<file path="src/pkg/fabric_pkg.sv">
// Constants shared by the core memory bus fabric and its address decoder.
// Assumes a single 20 MHz system clock for every bus.
package fabric_pkg;
  localparam int unsigned PROG_ADDR_W   = 21;
  localparam int unsigned PROG_DATA_W   = 16;
  localparam int unsigned DATA_ADDR_W   = 24;
  localparam int unsigned WIDE_DATA_W   = 32;
  localparam int unsigned NARROW_DATA_W = 16;
  localparam int unsigned PERIPH_W      = 16;
  localparam int unsigned CLK_HZ        = 20000000;
  localparam int unsigned READ_LAT_CYC  = 1;

  // Address window of the memory-mapped peripheral registers (word addresses)
  localparam logic [23:0] PERIPH_BASE   = 24'h00f000;
  localparam logic [23:0] PERIPH_LIMIT  = 24'h00ffff;
  localparam int unsigned ADDR_MSB      = 23;

  typedef enum logic [1:0] {
    SIZE_BYTE = 2'h0,
    SIZE_WORD = 2'h1,
    SIZE_LONG = 2'h2
  } acc_size_t;

  typedef enum logic [1:0] {
    TGT_NONE   = 2'h0,
    TGT_DMEM   = 2'h1,
    TGT_PERIPH = 2'h3
  } target_t;

  localparam logic [23:0] RESET_ADDR = 24'h000000;
  localparam logic [31:0] RESET_DATA = 32'h00000000;
endpackage : fabric_pkg

</file>
<file path="src/core/addr_decode.sv">
// Primary-path address decoder: byte restriction and target selection.
// Assumes the address is stable for the cycle in which it is decoded.
`timescale 1ns/1ps
module addr_decode
  import fabric_pkg::*;
(
  input  wire logic [23:0] addr_in,    // Raw primary address
  input  wire acc_size_t   size_in,    // Access size
  input  wire logic        valid_in,   // Access present
  output logic      [23:0] addr_out,   // Address after byte restriction
  output target_t          target      // Selected target
);
  always_comb begin
    addr_out = addr_in;
    // Byte accesses live only in the lower half of the space
    if (size_in == SIZE_BYTE) begin
      addr_out[ADDR_MSB] = 1'b0;
    end
    if (!valid_in) begin
      target = TGT_NONE;
    end else if (addr_out >= PERIPH_BASE && addr_out <= PERIPH_LIMIT) begin
      target = TGT_PERIPH;
    end else begin
      target = TGT_DMEM;
    end
  end
endmodule : addr_decode

</file>
<file path="src/core/core_memory_bus_fabric.sv">
// Bus fabric joining the core to program memory, data memories and the
// peripheral register bus. Assumes synchronous memories with one cycle of
// read latency and peripherals that answer with the same one cycle of read latency.
`timescale 1ns/1ps
module core_memory_bus_fabric
  import fabric_pkg::*;
(
  input  wire logic        clk,                 // System clock
  input  wire logic        rst,                 // Async reset, active high
  // ***** Core program side *****
  input  wire logic [20:0] prog_addr,           // Program address
  input  wire logic        prog_rd,             // Program read / fetch
  input  wire logic        prog_wr,             // Program write
  output logic      [15:0] prog_rdata,          // Program read data
  // ***** Core primary side *****
  input  wire logic [23:0] primary_addr_bus,    // Primary data address
  input  wire acc_size_t   primary_size,        // Access size
  input  wire logic        primary_rd,          // Primary read
  input  wire logic        primary_wr,          // Primary write
  input  wire logic [31:0] primary_wdata,       // Primary write data
  output logic      [31:0] primary_rdata,       // Primary read data
  // ***** Core secondary side *****
  input  wire logic [23:0] secondary_addr_bus,  // Secondary address
  input  wire logic        secondary_rd,        // Secondary read
  output logic      [15:0] secondary_read_bus,  // Secondary read data
  output logic             secondary_err,       // Secondary size error flag
  // ***** Program memory port *****
  output logic      [20:0] pm_addr,             // Program memory address
  output logic             pm_rd,               // Program memory read
  output logic             pm_wr,               // Program memory write
  output logic      [15:0] pm_wdata,            // Program memory write data
  input  wire logic [15:0] pm_rdata,            // Program memory read data
  // ***** Primary data memory port *****
  output logic      [23:0] dm_addr,             // Data memory address
  output acc_size_t        dm_size,             // Data memory access size
  output logic             dm_rd,               // Data memory read
  output logic             dm_wr,               // Data memory write
  output logic      [31:0] dm_wdata,            // Data memory write data
  input  wire logic [31:0] dm_rdata,            // Data memory read data
  // ***** Secondary data memory port *****
  output logic      [23:0] dm2_addr,            // Secondary memory address
  output logic             dm2_rd,              // Secondary memory read
  input  wire logic [15:0] dm2_rdata,           // Secondary memory read data
  // ***** Peripheral register bus *****
  output logic      [23:0] periph_addr,         // Peripheral address
  output logic             periph_rd,           // Peripheral read strobe
  output logic             periph_wr,           // Peripheral write strobe
  output logic      [15:0] peripheral_reg_bus,  // Peripheral write data
  input  wire logic [15:0] periph_rdata         // Peripheral read data
);
  // ************************************************************
  // Primary decode
  // ************************************************************
  logic [23:0] p_addr;
  target_t     p_tgt;

  addr_decode u_decode (
    .addr_in  (primary_addr_bus),
    .size_in  (primary_size),
    .valid_in (primary_rd | primary_wr),
    .addr_out (p_addr),
    .target   (p_tgt)
  );

  function automatic logic [15:0] low_half(input logic [31:0] w);
    return w[15:0];
  endfunction : low_half

  // ************************************************************
  // Request steering (combinational, no wait states)
  // ************************************************************
  always_comb begin
    pm_addr            = prog_addr;
    pm_rd              = prog_rd;
    pm_wr              = prog_wr;
    pm_wdata           = low_half(primary_wdata);
    dm_addr            = p_addr;
    dm_size            = primary_size;
    dm_rd              = primary_rd && p_tgt == TGT_DMEM;
    dm_wr              = primary_wr && p_tgt == TGT_DMEM;
    dm_wdata           = primary_wdata;
    periph_addr        = p_addr;
    // Same-cycle strobes: the peripheral bus shares the memory clock
    periph_rd          = primary_rd && p_tgt == TGT_PERIPH;
    periph_wr          = primary_wr && p_tgt == TGT_PERIPH;
    peripheral_reg_bus = low_half(primary_wdata);
    // Secondary port is independent, so both reads proceed together
    dm2_addr           = secondary_addr_bus;
    dm2_rd             = secondary_rd;
  end

  // ************************************************************
  // Read return path
  // ************************************************************
  target_t     rtgt_q,  rtgt_d;
  logic        prd_q,   prd_d;
  logic        srd_q,   srd_d;
  logic [15:0] prog_rdata_q, prog_rdata_d;
  logic [31:0] prim_rdata_q, prim_rdata_d;
  logic [15:0] sec_rdata_q,  sec_rdata_d;

  always_comb begin
    rtgt_d       = primary_rd ? p_tgt : TGT_NONE;
    prd_d        = prog_rd;
    srd_d        = secondary_rd;
    prog_rdata_d = prog_rdata_q;
    prim_rdata_d = prim_rdata_q;
    sec_rdata_d  = sec_rdata_q;
    if (prd_q) begin
      prog_rdata_d = pm_rdata;
    end
    case (rtgt_q)
      TGT_DMEM:   prim_rdata_d = dm_rdata;
      // Peripheral data is 16 bits wide; upper half reads zero
      TGT_PERIPH: prim_rdata_d = {16'h0000, periph_rdata};
      default:    prim_rdata_d = prim_rdata_q;
    endcase
    if (srd_q) begin
      sec_rdata_d = dm2_rdata;
    end
  end

  always_ff @(posedge clk or posedge rst) begin
    if (rst) begin
      rtgt_q       <= TGT_NONE;
      prd_q        <= 1'b0;
      srd_q        <= 1'b0;
      prog_rdata_q <= RESET_DATA[15:0];
      prim_rdata_q <= RESET_DATA;
      sec_rdata_q  <= RESET_DATA[15:0];
    end else begin
      rtgt_q       <= rtgt_d;
      prd_q        <= prd_d;
      srd_q        <= srd_d;
      prog_rdata_q <= prog_rdata_d;
      prim_rdata_q <= prim_rdata_d;
      sec_rdata_q  <= sec_rdata_d;
    end
  end

  // Captured one cycle after the memory answers; data outputs from flops
  assign prog_rdata         = prog_rdata_q;
  assign primary_rdata      = prim_rdata_q;
  assign secondary_read_bus = sec_rdata_q;

  // ************************************************************
  // Secondary size check
  // ************************************************************
  logic err_q, err_d;

  always_comb begin
    // Secondary path is word only; a secondary read beside a byte or long primary read is flagged
    err_d = secondary_rd && primary_rd && primary_size != SIZE_WORD;
  end

  always_ff @(posedge clk or posedge rst) begin
    if (rst) begin
      err_q <= 1'b0;
    end else begin
      err_q <= err_d;
    end
  end

  assign secondary_err = err_q;

  // ************************************************************
  // Assertions
  // ************************************************************
  property p_prog_write_low;
    @(posedge clk) disable iff (rst) pm_wr |-> pm_wdata == primary_wdata[15:0];
  endproperty
  a_prog_write_low: assert property (p_prog_write_low) else $error("program write data not low half");

  property p_prog_read;
    @(posedge clk) disable iff (rst) prog_rd ##1 1'b1 |=> prog_rdata == $past(pm_rdata);
  endproperty
  a_prog_read: assert property (p_prog_read) else $error("program read data wrong");

  property p_dm_read;
    @(posedge clk) disable iff (rst) dm_rd ##1 1'b1 |=> primary_rdata == $past(dm_rdata);
  endproperty
  a_dm_read: assert property (p_dm_read) else $error("primary read data wrong");

  property p_size_pass;
    @(posedge clk) disable iff (rst) (dm_rd || dm_wr) |-> dm_size == primary_size;
  endproperty
  a_size_pass: assert property (p_size_pass) else $error("access size not passed");

  property p_periph_sel;
    @(posedge clk) disable iff (rst)
      (primary_rd && primary_size != SIZE_BYTE && primary_addr_bus >= PERIPH_BASE
       && primary_addr_bus <= PERIPH_LIMIT) |-> periph_rd && !dm_rd;
  endproperty
  a_periph_sel: assert property (p_periph_sel) else $error("peripheral not selected");

  property p_sec_read;
    @(posedge clk) disable iff (rst) dm2_rd ##1 1'b1 |=> secondary_read_bus == $past(dm2_rdata);
  endproperty
  a_sec_read: assert property (p_sec_read) else $error("secondary read data wrong");

  property p_sec_err;
    @(posedge clk) disable iff (rst)
      (secondary_rd && primary_rd && primary_size != SIZE_WORD) |=> secondary_err;
  endproperty
  a_sec_err: assert property (p_sec_err) else $error("secondary size error missed");

  property p_periph_nowait;
    @(posedge clk) disable iff (rst) periph_rd ##1 1'b1 |=> primary_rdata == {16'h0000, $past(periph_rdata)};
  endproperty
  a_periph_nowait: assert property (p_periph_nowait) else $error("peripheral read not single cycle");

  property p_periph_wdata;
    @(posedge clk) disable iff (rst) periph_wr |-> peripheral_reg_bus == primary_wdata[15:0];
  endproperty
  a_periph_wdata: assert property (p_periph_wdata) else $error("peripheral write data wrong");

  property p_byte_msb;
    @(posedge clk) disable iff (rst) ((dm_rd || dm_wr) && primary_size == SIZE_BYTE) |-> !dm_addr[ADDR_MSB];
  endproperty
  a_byte_msb: assert property (p_byte_msb) else $error("byte address msb not cleared");

  property p_dual;
    @(posedge clk) disable iff (rst) (dm_rd && secondary_rd) |-> dm2_rd;
  endproperty
  a_dual: assert property (p_dual) else $error("dual read blocked");

  property p_prog_addr;
    @(posedge clk) disable iff (rst) (pm_rd || pm_wr) |-> pm_addr == prog_addr;
  endproperty
  a_prog_addr: assert property (p_prog_addr) else $error("program address not passed");

  // Hold checks: read data of a path moves only on the second edge after a read of that path
  property p_prog_hold;
    @(posedge clk) disable iff (rst) !prog_rd ##1 1'b1 |=> $stable(prog_rdata);
  endproperty
  a_prog_hold: assert property (p_prog_hold) else $error("program read data moved without a read");

  property p_dm_addr;
    @(posedge clk) disable iff (rst) ((dm_rd || dm_wr) && primary_size != SIZE_BYTE) |-> dm_addr == primary_addr_bus;
  endproperty
  a_dm_addr: assert property (p_dm_addr) else $error("primary address not passed");

  property p_prim_hold;
    @(posedge clk) disable iff (rst) !primary_rd ##1 1'b1 |=> $stable(primary_rdata);
  endproperty
  a_prim_hold: assert property (p_prim_hold) else $error("primary read data moved without a read");

  property p_dm_wdata;
    @(posedge clk) disable iff (rst) dm_wr |-> dm_wdata == primary_wdata && dm_size == primary_size;
  endproperty
  a_dm_wdata: assert property (p_dm_wdata) else $error("primary write data not passed");

  property p_periph_excl;
    @(posedge clk) disable iff (rst) !((periph_rd || periph_wr) && (dm_rd || dm_wr));
  endproperty
  a_periph_excl: assert property (p_periph_excl) else $error("peripheral and memory both strobed");

  property p_sec_addr;
    @(posedge clk) disable iff (rst) secondary_rd |-> dm2_rd && dm2_addr == secondary_addr_bus;
  endproperty
  a_sec_addr: assert property (p_sec_addr) else $error("secondary address not passed");

  property p_sec_hold;
    @(posedge clk) disable iff (rst) !secondary_rd ##1 1'b1 |=> $stable(secondary_read_bus);
  endproperty
  a_sec_hold: assert property (p_sec_hold) else $error("secondary read data moved without a read");

  property p_sec_word_ok;
    @(posedge clk) disable iff (rst) !(secondary_rd && primary_rd && primary_size != SIZE_WORD) |=> !secondary_err;
  endproperty
  a_sec_word_ok: assert property (p_sec_word_ok) else $error("secondary error without cause");

  property p_periph_strobe;
    @(posedge clk) disable iff (rst)
      (periph_rd || periph_wr) |-> periph_rd == primary_rd && periph_wr == primary_wr;
  endproperty
  a_periph_strobe: assert property (p_periph_strobe) else $error("peripheral strobe not same cycle");

  property p_periph_upper;
    @(posedge clk) disable iff (rst) periph_rd ##1 1'b1 |=> primary_rdata[31:16] == 16'h0000;
  endproperty
  a_periph_upper: assert property (p_periph_upper) else $error("peripheral read upper half not zero");

  property p_byte_periph;
    @(posedge clk) disable iff (rst) ((periph_rd || periph_wr) && primary_size == SIZE_BYTE) |-> !periph_addr[ADDR_MSB];
  endproperty
  a_byte_periph: assert property (p_byte_periph) else $error("byte peripheral address msb set");

  property p_byte_low;
    @(posedge clk) disable iff (rst)
      ((dm_rd || dm_wr) && primary_size == SIZE_BYTE) |-> dm_addr[22:0] == primary_addr_bus[22:0];
  endproperty
  a_byte_low: assert property (p_byte_low) else $error("byte address low bits changed");

  property p_dual_data;
    @(posedge clk) disable iff (rst)
      (dm_rd && dm2_rd) ##1 1'b1 |=> primary_rdata == $past(dm_rdata) && secondary_read_bus == $past(dm2_rdata);
  endproperty
  a_dual_data: assert property (p_dual_data) else $error("dual read data wrong");
endmodule : core_memory_bus_fabric

</file>
<file path="config.mk">
export PLATFORM = sky130hd
export DESIGN_NAME = core_memory_bus_fabric
export DESIGN_NICKNAME = d
export VERILOG_FILES = /design/src/pkg/fabric_pkg.sv /design/src/core/addr_decode.sv /design/src/core/core_memory_bus_fabric.sv
export SDC_FILE = /design/constraint.sdc
export NUM_CORES = 1
export LEC_CHECK = 0
export BUFFER_PORTS_ARGS = -buffer_cell sky130_fd_sc_hd__buf_2
export CAP_MARGIN = 20
export CORE_AREA = 3 3 163 165
export CTS_CLUSTER_DIAMETER = 120
export DETAILED_ROUTE_END_ITERATION = 7
export DIE_AREA = 0 0 166 168
export PLACE_DENSITY = 0.39
export REMOVE_ABC_BUFFERS = 1
export SLEW_MARGIN = 10
export SYNTH_ARGS = -nofsm -noshare
export SYNTH_HDL_FRONTEND = slang
export SYNTH_SLANG_ARGS = --single-unit
</file>
<file path="constraint.sdc">
create_clock -name clk -period 4.25 [get_ports clk]
set_clock_uncertainty 0.2 [all_clocks]
set_input_delay 0.6375 -clock clk [delete_from_list [all_inputs] [get_ports clk]]
set_output_delay 0.6375 -clock clk [all_outputs]
set_load 0.02 [all_outputs]
</file>
==> reports/metrics.json, run 1 <==
{
  "grt": {
    "grt_pass1_vias": 2771,
    "number_of_antenna_violations_at_the_first_check_in_global_routing": 1,
    "first_pass_grt_wire_length_mm": 31.3,
    "grt_start_max_net_pins": 57,
    "grt_usage_pct": 17.5,
    "total_gr_overflow": 0
  },
  "clock_tree": {
    "clock_latency_ps": 340,
    "clock_sinks": 69,
    "post_cts_buffers": 0,
    "cts_resized": 0,
    "tritoncts": "done",
    "clkTransAtPathRegs_ps": 60,
    "htreeDepth": 3,
    "hold_buffers": 0,
    "cts_root_buf": "clkbuf_16",
    "cts_inserted_buffers": 9,
    "cts.path.max_buffers": 2
  },
  "placed_design": {
    "detailed_place_hpwl_mm": 22.2,
    "gp_routability_congestion": 0.762,
    "placed_area_um2": 4140,
    "io_buffer_count": 196,
    "preCtsSetupSlack_ps": 1660
  },
  "setup_path": {
    "type_of_origin_of_the_critical_path": "input pin",
    "critPathSlowestCell": "nor4_2",
    "critPathMostFrequentCell": "buf_2",
    "worstPathCellList": "buf_2 > nor4_2 > and4_1 > and2_1 > buf_2",
    "worst_setup_path_end_kind": "output port",
    "worstPathArrival_ps": 1770,
    "critPathBufInv": 2,
    "critical_path.top_delay_family": "simple AND/OR/NAND/NOR gates",
    "largest_fanout_on_the_critical_path": 3,
    "critical_path_class": "in -> out",
    "worstPathRequired_ps": 3410,
    "cpPeakStageDelay_ps": 420
  },
  "synthesis": {
    "synth_top_family_by_area": "buffers and inverters",
    "post_synth_and_or_nand_nor_area_fraction_pct": 5.80,
    "synth_fa_ha_area_share_pct": 0,
    "postSynthRegisterBits": 69,
    "synth_cell_types": 24,
    "ys_seq_area_share_pct": 42.8,
    "post_synth_xor_area_fraction_pct": 0,
    "total_standard_cell_area_after_synthesis_um2": 4030,
    "synthesis.area_per_instance_um2": 10.4,
    "synth-compound-area-share_pct": 4.22,
    "number_of_instances_in_the_synthesized_netlist": 389,
    "ys.warnings.count": 0,
    "synth.mux.area_fraction_pct": 12.9
  },
  "sta": {
    "tightest_slew_ps": 898,
    "setup_viol_count_final": 0,
    "final_period_minus_worst_setup_slack_ps": 2600,
    "setup_total_negative_slack_ps": 0,
    "timing.max_slew.rel_slack_pct": 40.0,
    "max_freq_ghz": 0.384,
    "final_max_slew_viol_count": 0,
    "final_critical_path_setup_slack_ps": 1650,
    "min_period_over_period_pct": 61.3,
    "hold_viol_final": 0,
    "rsz_0062_raised_after_global_routing": "false"
  },
  "routing": {
    "route.vias.total": 2755,
    "final_antenna_net_count": 0,
    "routed_wire_length_per_instance_um": 33.0,
    "routed_via_density": 3.64,
    "sum_of_routed_wire_length_over_all_layers_mm": 25.0,
    "drt_drc_violations_left": 0,
    "drtIter0Drc": 108,
    "drt_pass1_iterations": 4
  },
  "floorplanning": {
    "fp.dieH_um": 168,
    "design.die.area_um2": 27900,
    "die_width_um": 166,
    "placementRows": 58,
    "core_area_um2": 25200,
    "design.portCount": 421,
    "floorplan.initialDensity_pct": 16.0
  },
  "power_and_ir_drop": {
    "p_leak_nw": 2.13,
    "power.density_cell_area_nw_per_um2": 424,
    "max-vdd-ir-drop_v": 0.000130
  },
  "cells_and_area": {
    "filler_cells": 2791,
    "finish.net_count": 613,
    "layout.cell_area.non_filler_um2": 4460,
    "final_cell_mix": "196 x buf_2, 68 x dfrtp_1, 20 x mux2_1, 18 x inv_1, 17 x a21oi_1",
    "ratio_of_cells_with_drive_above_1_in_the_final_layout_pct": 53.9,
    "areaGrowthSynthToFinish_pct": 10.5,
    "insertedDiodeCount": 0,
    "final_common_cell": "buf_2"
  },
  "job": {
    "drv.max_cap_violation_count": 0
  },
  "min_path": {
    "hold_class": "in -> async"
  },
  "status": {
    "status": "complete, no violations"
  }
}
==> cells in the mapped netlist <==
cell | number | share of area (%)
nor2b_1 | 1 | 0.16
o21ai_1 | 3 | 0.37
nand4_1 | 1 | 0.16
nor4_2 | 1 | 0.31
and4_1 | 1 | 0.22
buf_1 | 1 | 0.093
nor4b_2 | 1 | 0.37
nor2_1 | 16 | 1.5
buf_4 | 163 | 30
and2_1 | 4 | 0.62
buf_2 | 8 | 0.99
nand3b_1 | 8 | 1.5
o21ai_0 | 14 | 1.7
and3_1 | 1 | 0.16
a21oi_1 | 17 | 2.1
mux2_2 | 12 | 3.4
nand2_1 | 9 | 0.84
buf_6 | 2 | 0.56
mux2_1 | 20 | 5.6
clkbuf_1 | 1 | 0.093
dfrtp_1 | 69 | 43
inv_1 | 19 | 1.8
mux2i_1 | 16 | 4.0
buf_8 | 1 | 0.37
==> worst paths after layout <==
path                                                          end                         startpoint  depth (start not counted)  slack, ps
max in group asynchronous            primary_rdata[2]$_DFFE_PP0P_                                rst                          3       2710
worst max-delay path                                    periph_rd               primary_addr_bus[20]                          5       1650
worst max register to register      primary_rdata[31]$_DFFE_PP0P_                rtgt_q[1]$_DFF_PP0_                          3       2650
worst min register to register  secondary_read_bus[1]$_DFFE_PP0P_  secondary_read_bus[1]$_DFFE_PP0P_                          1        280
worst min-delay path                   prog_rdata[14]$_DFFE_PP0P_                                rst                          2        220
min in group clk                                  prd_q$_DFF_PP0_                            prog_rd                          1        230
==> layer usage <==
metal  vias up  GRT usage, %  wire [µm]
met5         -          1.39         59
met1      1189          13.3       6550
met4         4          2.82        147
met3        13          26.0       7830
li1       1157             -          -
met2       392          25.0      10400
==> sequential cells by signal, indices dropped and copies added (netlist names) <==
register / flops
srd_q: 1
secondary_err: 1
rtgt_q: 2
secondary_read_bus: 16
prd_q: 1
primary_rdata: 32
prog_rdata: 16
==> worst register-to-register path, cell delays in order, from the launching register on <==
cell	delay [ps]
dfrtp_1	380
nor2b_1	700
nand2_1	150
o21ai_0	100
==> report_power, final <==
part	switching (mW)	internal (mW)	leakage, nW
combinational	0.200	0.122	1.17
clock	0.292	0.523	0.158
sequential	0.0345	0.717	0.807
total	0.526	1.36	2.13
==> logic make-up after synthesis <==
family	Yosys count
flops	69
simple gates	43
buf+inv	195
mux	48
compound gates	34
==> per-stage QoR <==
step           cells  power [mW]  util (%)  hold WS [ps]
6_report         757        1.89      17.7           215
5_1_grt          757        1.99      17.7           211
4_1_cts          757        1.94      17.7           204
3_5_place_dp     742        1.09      16.4           269
3_3_place_gp     742        1.09      16.4           265
2_1_floorplan    213       0.908         -           398
==> layout make-up <==
cell class / instances / area [µm²] / area share [%]
flip-flops and latches: 69 / 1730 / 38.8
clock buffers: 10 / 239 / 5.36
well taps: 330 / 413 / 9.27
multi-input cells: 125 / 925 / 20.8
repair buffers: 199 / 1000 / 22.5
inverters: 19 / 72.6 / 1.63
clock inverters: 5 / 75.1 / 1.68
No activity file was read; power rests on OpenSTA's default activity.
==> inputs of run 2 (changes only) <==
--- a/config.mk
+++ b/config.mk
@@ -7,11 +7,11 @@
 export LEC_CHECK = 0
 export BUFFER_PORTS_ARGS = -buffer_cell sky130_fd_sc_hd__buf_2
 export CAP_MARGIN = 20
-export CORE_AREA = 3 3 163 165
+export CORE_AREA = 3 3 165 167
 export CTS_CLUSTER_DIAMETER = 120
 export DETAILED_ROUTE_END_ITERATION = 7
-export DIE_AREA = 0 0 166 168
-export PLACE_DENSITY = 0.39
+export DIE_AREA = 0 0 168 170
+export PLACE_DENSITY = 0.38
 export REMOVE_ABC_BUFFERS = 1
 export SLEW_MARGIN = 10
 export SYNTH_ARGS = -nofsm -noshare
==> constraint.sdc (replaced) <==
create_clock -name clk -period 2.7 [get_ports clk]
set_clock_uncertainty 0.2 [all_clocks]
set_input_delay 0.405 -clock clk [delete_from_list [all_inputs] [get_ports clk]]
set_output_delay 0.405 -clock clk [all_outputs]
set_load 0.02 [all_outputs]
==> run 2 against run 1 <==
Wire length down 2.5%. Non-clock buffer count up 6. Largest power group unchanged. Critical path type unchanged. Critical endpoint unchanged. Global-route usage down 0.80 points.
==> reports/metrics.json, run 2 (synthesized netlist as in run 1, its figures left out) <==
{
  "status": {
    "status": "complete, no violations"
  },
  "power_and_ir_drop": {
    "p_leak_nw": 2.16,
    "power.density_cell_area_nw_per_um2": 658,
    "max-vdd-ir-drop_v": 0.000193,
    "power.total_mw": 2.97
  },
  "cells_and_area": {
    "ratio_of_cells_with_drive_above_1_in_the_final_layout_pct": 53.7,
    "insertedDiodeCount": 0,
    "areaGrowthSynthToFinish_pct": 11.9,
    "layoutNonFillerInstCount": 769,
    "utilization_pct": 17.4,
    "layout.cell_area.non_filler_um2": 4510,
    "flip_flop_count_of_the_largest_register_after_layout": 32,
    "finish.net_count": 619,
    "final_common_cell": "buf_2",
    "final_cell_mix": "196 x buf_2, 68 x dfrtp_1, 20 x mux2_1, 18 x inv_1, 17 x a21oi_1"
  },
  "setup_path": {
    "largest_fanout_on_the_critical_path": 3,
    "worstPathArrival_ps": 1500,
    "worstPathRequired_ps": 2100,
    "critical_path_class": "in -> out",
    "type_of_origin_of_the_critical_path": "input pin",
    "worst_setup_path_end_kind": "output port"
  },
  "clock_tree": {
    "tritoncts": "done",
    "post_cts_buffers": 0,
    "cts_resized": 0,
    "clkTransAtPathRegs_ps": 60,
    "clock_latency_ps": 340,
    "cts.path.max_buffers": 2,
    "cts_inserted_buffers": 9,
    "cts_root_buf": "clkbuf_16",
    "htreeDepth": 3,
    "clock_sinks": 69
  },
  "routing": {
    "sum_of_routed_wire_length_over_all_layers_mm": 24.4,
    "drtIter0Drc": 105,
    "route.vias.total": 2701,
    "drt_pass1_iterations": 4,
    "drt_drc_violations_left": 0,
    "final_antenna_net_count": 0,
    "routed_via_density": 3.51,
    "routed_wire_length_per_instance_um": 31.7
  },
  "grt": {
    "first_pass_grt_wire_length_mm": 30.4,
    "total_gr_overflow": 0,
    "grt_usage_pct": 16.7,
    "number_of_antenna_violations_at_the_first_check_in_global_routing": 0,
    "grt_pass1_vias": 2797,
    "grt_start_max_net_pins": 39
  },
  "sta": {
    "timing.max_slew.rel_slack_pct": 51.9,
    "setup_total_negative_slack_ps": 0,
    "worst_hold_slack_ps": 24.2,
    "min_period_over_period_pct": 77.8,
    "final_critical_path_setup_slack_ps": 599,
    "final_period_minus_worst_setup_slack_ps": 2100,
    "hold_viol_final": 0,
    "setup_viol_count_final": 0,
    "final_max_slew_viol_count": 0,
    "tightest_slew_ps": 721,
    "rsz_0062_raised_after_global_routing": "false",
    "max_freq_ghz": 0.476
  },
  "floorplanning": {
    "placementRows": 59,
    "die_width_um": 168,
    "fp.dieH_um": 170,
    "core_area_um2": 25900,
    "design.portCount": 421,
    "floorplan.initialDensity_pct": 15.6,
    "design.die.area_um2": 28600
  },
  "min_path": {
    "hold_class": "in -> reg"
  },
  "placed_design": {
    "placed_area_um2": 4170,
    "io_buffer_count": 196,
    "preCtsSetupSlack_ps": 571,
    "dp_cells": 750,
    "detailed_place_hpwl_mm": 21.9,
    "gp_routability_congestion": 0.804
  },
  "job": {
    "drv.max_cap_violation_count": 0
  }
}
==> run 2: timing repair <==
item / CTS / global route
endpoints found under the setup margin: 0 / 0
endpoints found under the hold margin: 34 / 0
hold buffers: 3 / 0
==> run 2: per-layer routing <==
metal	track usage (%)	part of all wire (%)	vias to the layer above
li1	-	-	1163
met1	10.7	22	1175
met2	25.5	44	349
met3	25.4	33	12
met4	3.17	0.79	2
met5	3.68	0.64	-
==> run 2: path summary, 6_finish.rpt <==
path / slack, ps / start / cells after the start / endpoint
max in group asynchronous: 1370 / rst / 4 / primary_rdata[21]$_DFFE_PP0P_
min: 20 / primary_rd / 1 / rtgt_q[0]$_DFF_PP0_
max reg2reg: 1160 / rtgt_q[0]$_DFF_PP0_ / 2 / primary_rdata[25]$_DFFE_PP0P_
max: 600 / primary_addr_bus[22] / 5 / periph_rd
min in group asynchronous: 520 / rst / 4 / secondary_read_bus[14]$_DFFE_PP0P_
min reg2reg: 280 / secondary_read_bus[3]$_DFFE_PP0P_ / 1 / secondary_read_bus[3]$_DFFE_PP0P_
==> run 2: layout make-up <==
class	count	area, µm²
inverters	19	72.6
fillers	2888	21400
multi-input cells	125	925
flip-flops and latches	69	1730
clock inverters	3	42.5
repair buffers	205	1060
well taps	335	419
clock buffers	13	270
==> run 2: critical path: stages <==
cell     delay, ps
buf_2          130
nor4b_2        350
and4_1         270
and2_1         160
buf_2          170
==> run 2: power by group <==
group | internal (mW) | switching, mW | leakage [nW]
clock | 0.791 | 0.495 | 0.152
combinational | 0.196 | 0.302 | 1.20
sequential | 1.13 | 0.0583 | 0.807
total | 2.12 | 0.856 | 2.16
==> inputs of run 3 (changes only) <==
==> constraint.sdc (replaced) <==
create_clock -name clk -period 2.2 [get_ports clk]
set_clock_uncertainty 0.2 [all_clocks]
set_input_delay 0.33 -clock clk [delete_from_list [all_inputs] [get_ports clk]]
set_output_delay 0.33 -clock clk [all_outputs]
set_load 0.02 [all_outputs]
==> run 3 against run 2 <==
Clock power increased by 31%. Critical endpoint unchanged. Power increased by 28%. Largest power group unchanged. Global-route usage decreased by 0.18 points. Critical path depth unchanged. Via count increased by 3.1%.
==> reports/metrics.json, run 3 (synthesized netlist as in run 1, its figures left out) <==
{
  "status": {
    "status": "complete, no violations"
  },
  "sta": {
    "rsz_0062_raised_after_global_routing": "false",
    "max_freq_ghz": 0.504,
    "hold_viol_final": 0,
    "setup_total_negative_slack_ps": 0,
    "tightest_slew_ps": 548,
    "min_period_over_period_pct": 90.1,
    "final_period_minus_worst_setup_slack_ps": 1980,
    "final_max_slew_viol_count": 0,
    "timing.max_slew.rel_slack_pct": 63.4,
    "worst_hold_slack_ps": 17.5,
    "setup_viol_count_final": 0
  },
  "floorplanning": {
    "die_width_um": 168,
    "floorplan.initialDensity_pct": 15.6,
    "design.die.area_um2": 28600,
    "fp.dieH_um": 170,
    "design.portCount": 421,
    "core_area_um2": 25900,
    "placementRows": 59
  },
  "routing": {
    "routed_via_density": 3.50,
    "drtIter0Drc": 82,
    "drt_drc_violations_left": 0,
    "routed_wire_length_per_instance_um": 30.6,
    "route.vias.total": 2785,
    "final_antenna_net_count": 0,
    "sum_of_routed_wire_length_over_all_layers_mm": 24.4,
    "drt_pass1_iterations": 4
  },
  "job": {
    "drv.max_cap_violation_count": 0
  },
  "setup_path": {
    "critPathBufInv": 2,
    "largest_fanout_on_the_critical_path": 3,
    "cpPeakStageDelay_ps": 360,
    "worstPathCellList": "buf_2 > nor4b_2 > and4_1 > and2_1 > buf_2",
    "critPathSlowestCell": "nor4b_2",
    "cp.depth": 5,
    "worstPathRequired_ps": 1670,
    "critical_path_class": "in -> out",
    "worstPathArrival_ps": 1450,
    "type_of_origin_of_the_critical_path": "input pin",
    "critPathMostFrequentCell": "buf_2",
    "critical_path.top_delay_family": "simple AND/OR/NAND/NOR gates",
    "worstRegToRegCells": 4,
    "worst_setup_path_end_kind": "output port"
  },
  "clock_tree": {
    "clock_latency_ps": 330,
    "tritoncts": "done",
    "htreeDepth": 3,
    "cts.path.max_buffers": 2,
    "post_cts_buffers": 0,
    "cts_root_buf": "clkbuf_16",
    "clock_sinks": 69,
    "clkTransAtPathRegs_ps": 60,
    "cts_inserted_buffers": 9
  },
  "cells_and_area": {
    "flip_flop_count_of_the_largest_register_after_layout": 32,
    "regArea_um2": 1730,
    "filler_cells": 2896,
    "multi_input_combinational_cell_area_um2": 925,
    "areaGrowthSynthToFinish_pct": 19.3,
    "final_common_cell": "buf_2",
    "insertedDiodeCount": 0,
    "final_cell_mix": "196 x buf_2, 68 x dfrtp_1, 25 x dlygate4sd3_1, 20 x mux2_1, 18 x inv_1",
    "ratio_of_cells_with_drive_above_1_in_the_final_layout_pct": 51.6,
    "utilization_pct": 18.6,
    "finish.net_count": 646
  },
  "placed_design": {
    "detailed_place_hpwl_mm": 21.8,
    "gp_routability_congestion": 0.810,
    "io_buffer_count": 196
  },
  "grt": {
    "grt_pass1_vias": 2804,
    "grt_start_max_net_pins": 50,
    "total_gr_overflow": 0,
    "number_of_antenna_violations_at_the_first_check_in_global_routing": 0,
    "first_pass_grt_wire_length_mm": 30.4,
    "grt_usage_pct": 16.5
  },
  "min_path": {
    "hold_class": "in -> reg",
    "worstHoldPathCells": 2
  },
  "power_and_ir_drop": {
    "power.density_cell_area_nw_per_um2": 789,
    "p_leak_nw": 2.29,
    "max-vdd-ir-drop_v": 0.000295
  }
}
-- run 3: changes by cell type in the layout (fill, tap and decap cells not counted) --
cell,delta
buf_4,+4
buf_12,+1
clkinv_4,+1
clkbuf_8,-3
bufinv_16,+2
dlygate4sd3_1,+22
-- run 3: metrics by stage --
stage	area [µm²]	std cells	power [mW]	setup WS, ps
floorplan	2720	213	1.75	-69.9
global placement	4220	755	2.11	193
detailed placement	4220	755	2.10	207
CTS	4810	796	3.90	201
global route	4810	796	4.00	149
finish	4810	796	3.80	217
-- run 3: per-layer routing --
metal	track usage, %	wire length, µm
met2	25.0	10600
met1	10.8	5480
met4	2.53	150
met5	3.68	157
met3	25.4	8030
-- run 3: worst paths after layout --
kind                                           start                                 end  slack (ps)
hold / removal                          dm2_rdata[8]   secondary_read_bus[8]$_DFFE_PP0P_          20
min in group asynchronous                        rst  secondary_read_bus[14]$_DFFE_PP0P_         450
setup reg to reg                 rtgt_q[1]$_DFF_PP0_       primary_rdata[31]$_DFFE_PP0P_         520
max in group asynchronous                        rst       primary_rdata[24]$_DFFE_PP0P_         930
hold reg to reg            prog_rdata[0]$_DFFE_PP0P_           prog_rdata[0]$_DFFE_PP0P_         280
setup / recovery                primary_addr_bus[22]                           periph_rd         220
-- run 3: area by class of cell --
class / count / share of cell area (%)
Timing Repair Buffer: 232 / 27.6
Inverter: 19 / 1.51
Tap cell: 335 / 8.71
Sequential cell: 69 / 35.9
Clock buffer: 10 / 4.76
Multi-Input combinational cell: 125 / 19.2
Clock inverter: 6 / 2.31
-- run 3: power by group --
group	leakage, nW	internal (mW)	switching [mW]
Combinational	1.32	0.271	0.391
Sequential	0.807	1.38	0.0570
Clock	0.163	1.11	0.584
-- run 3: repair_timing --
item                                   in CTS  in global routing
setup endpoints to repair                   0                  0
resized for setup                           0                  0
endpoints found under the hold margin      93                  0
hold buffers                               25                  0
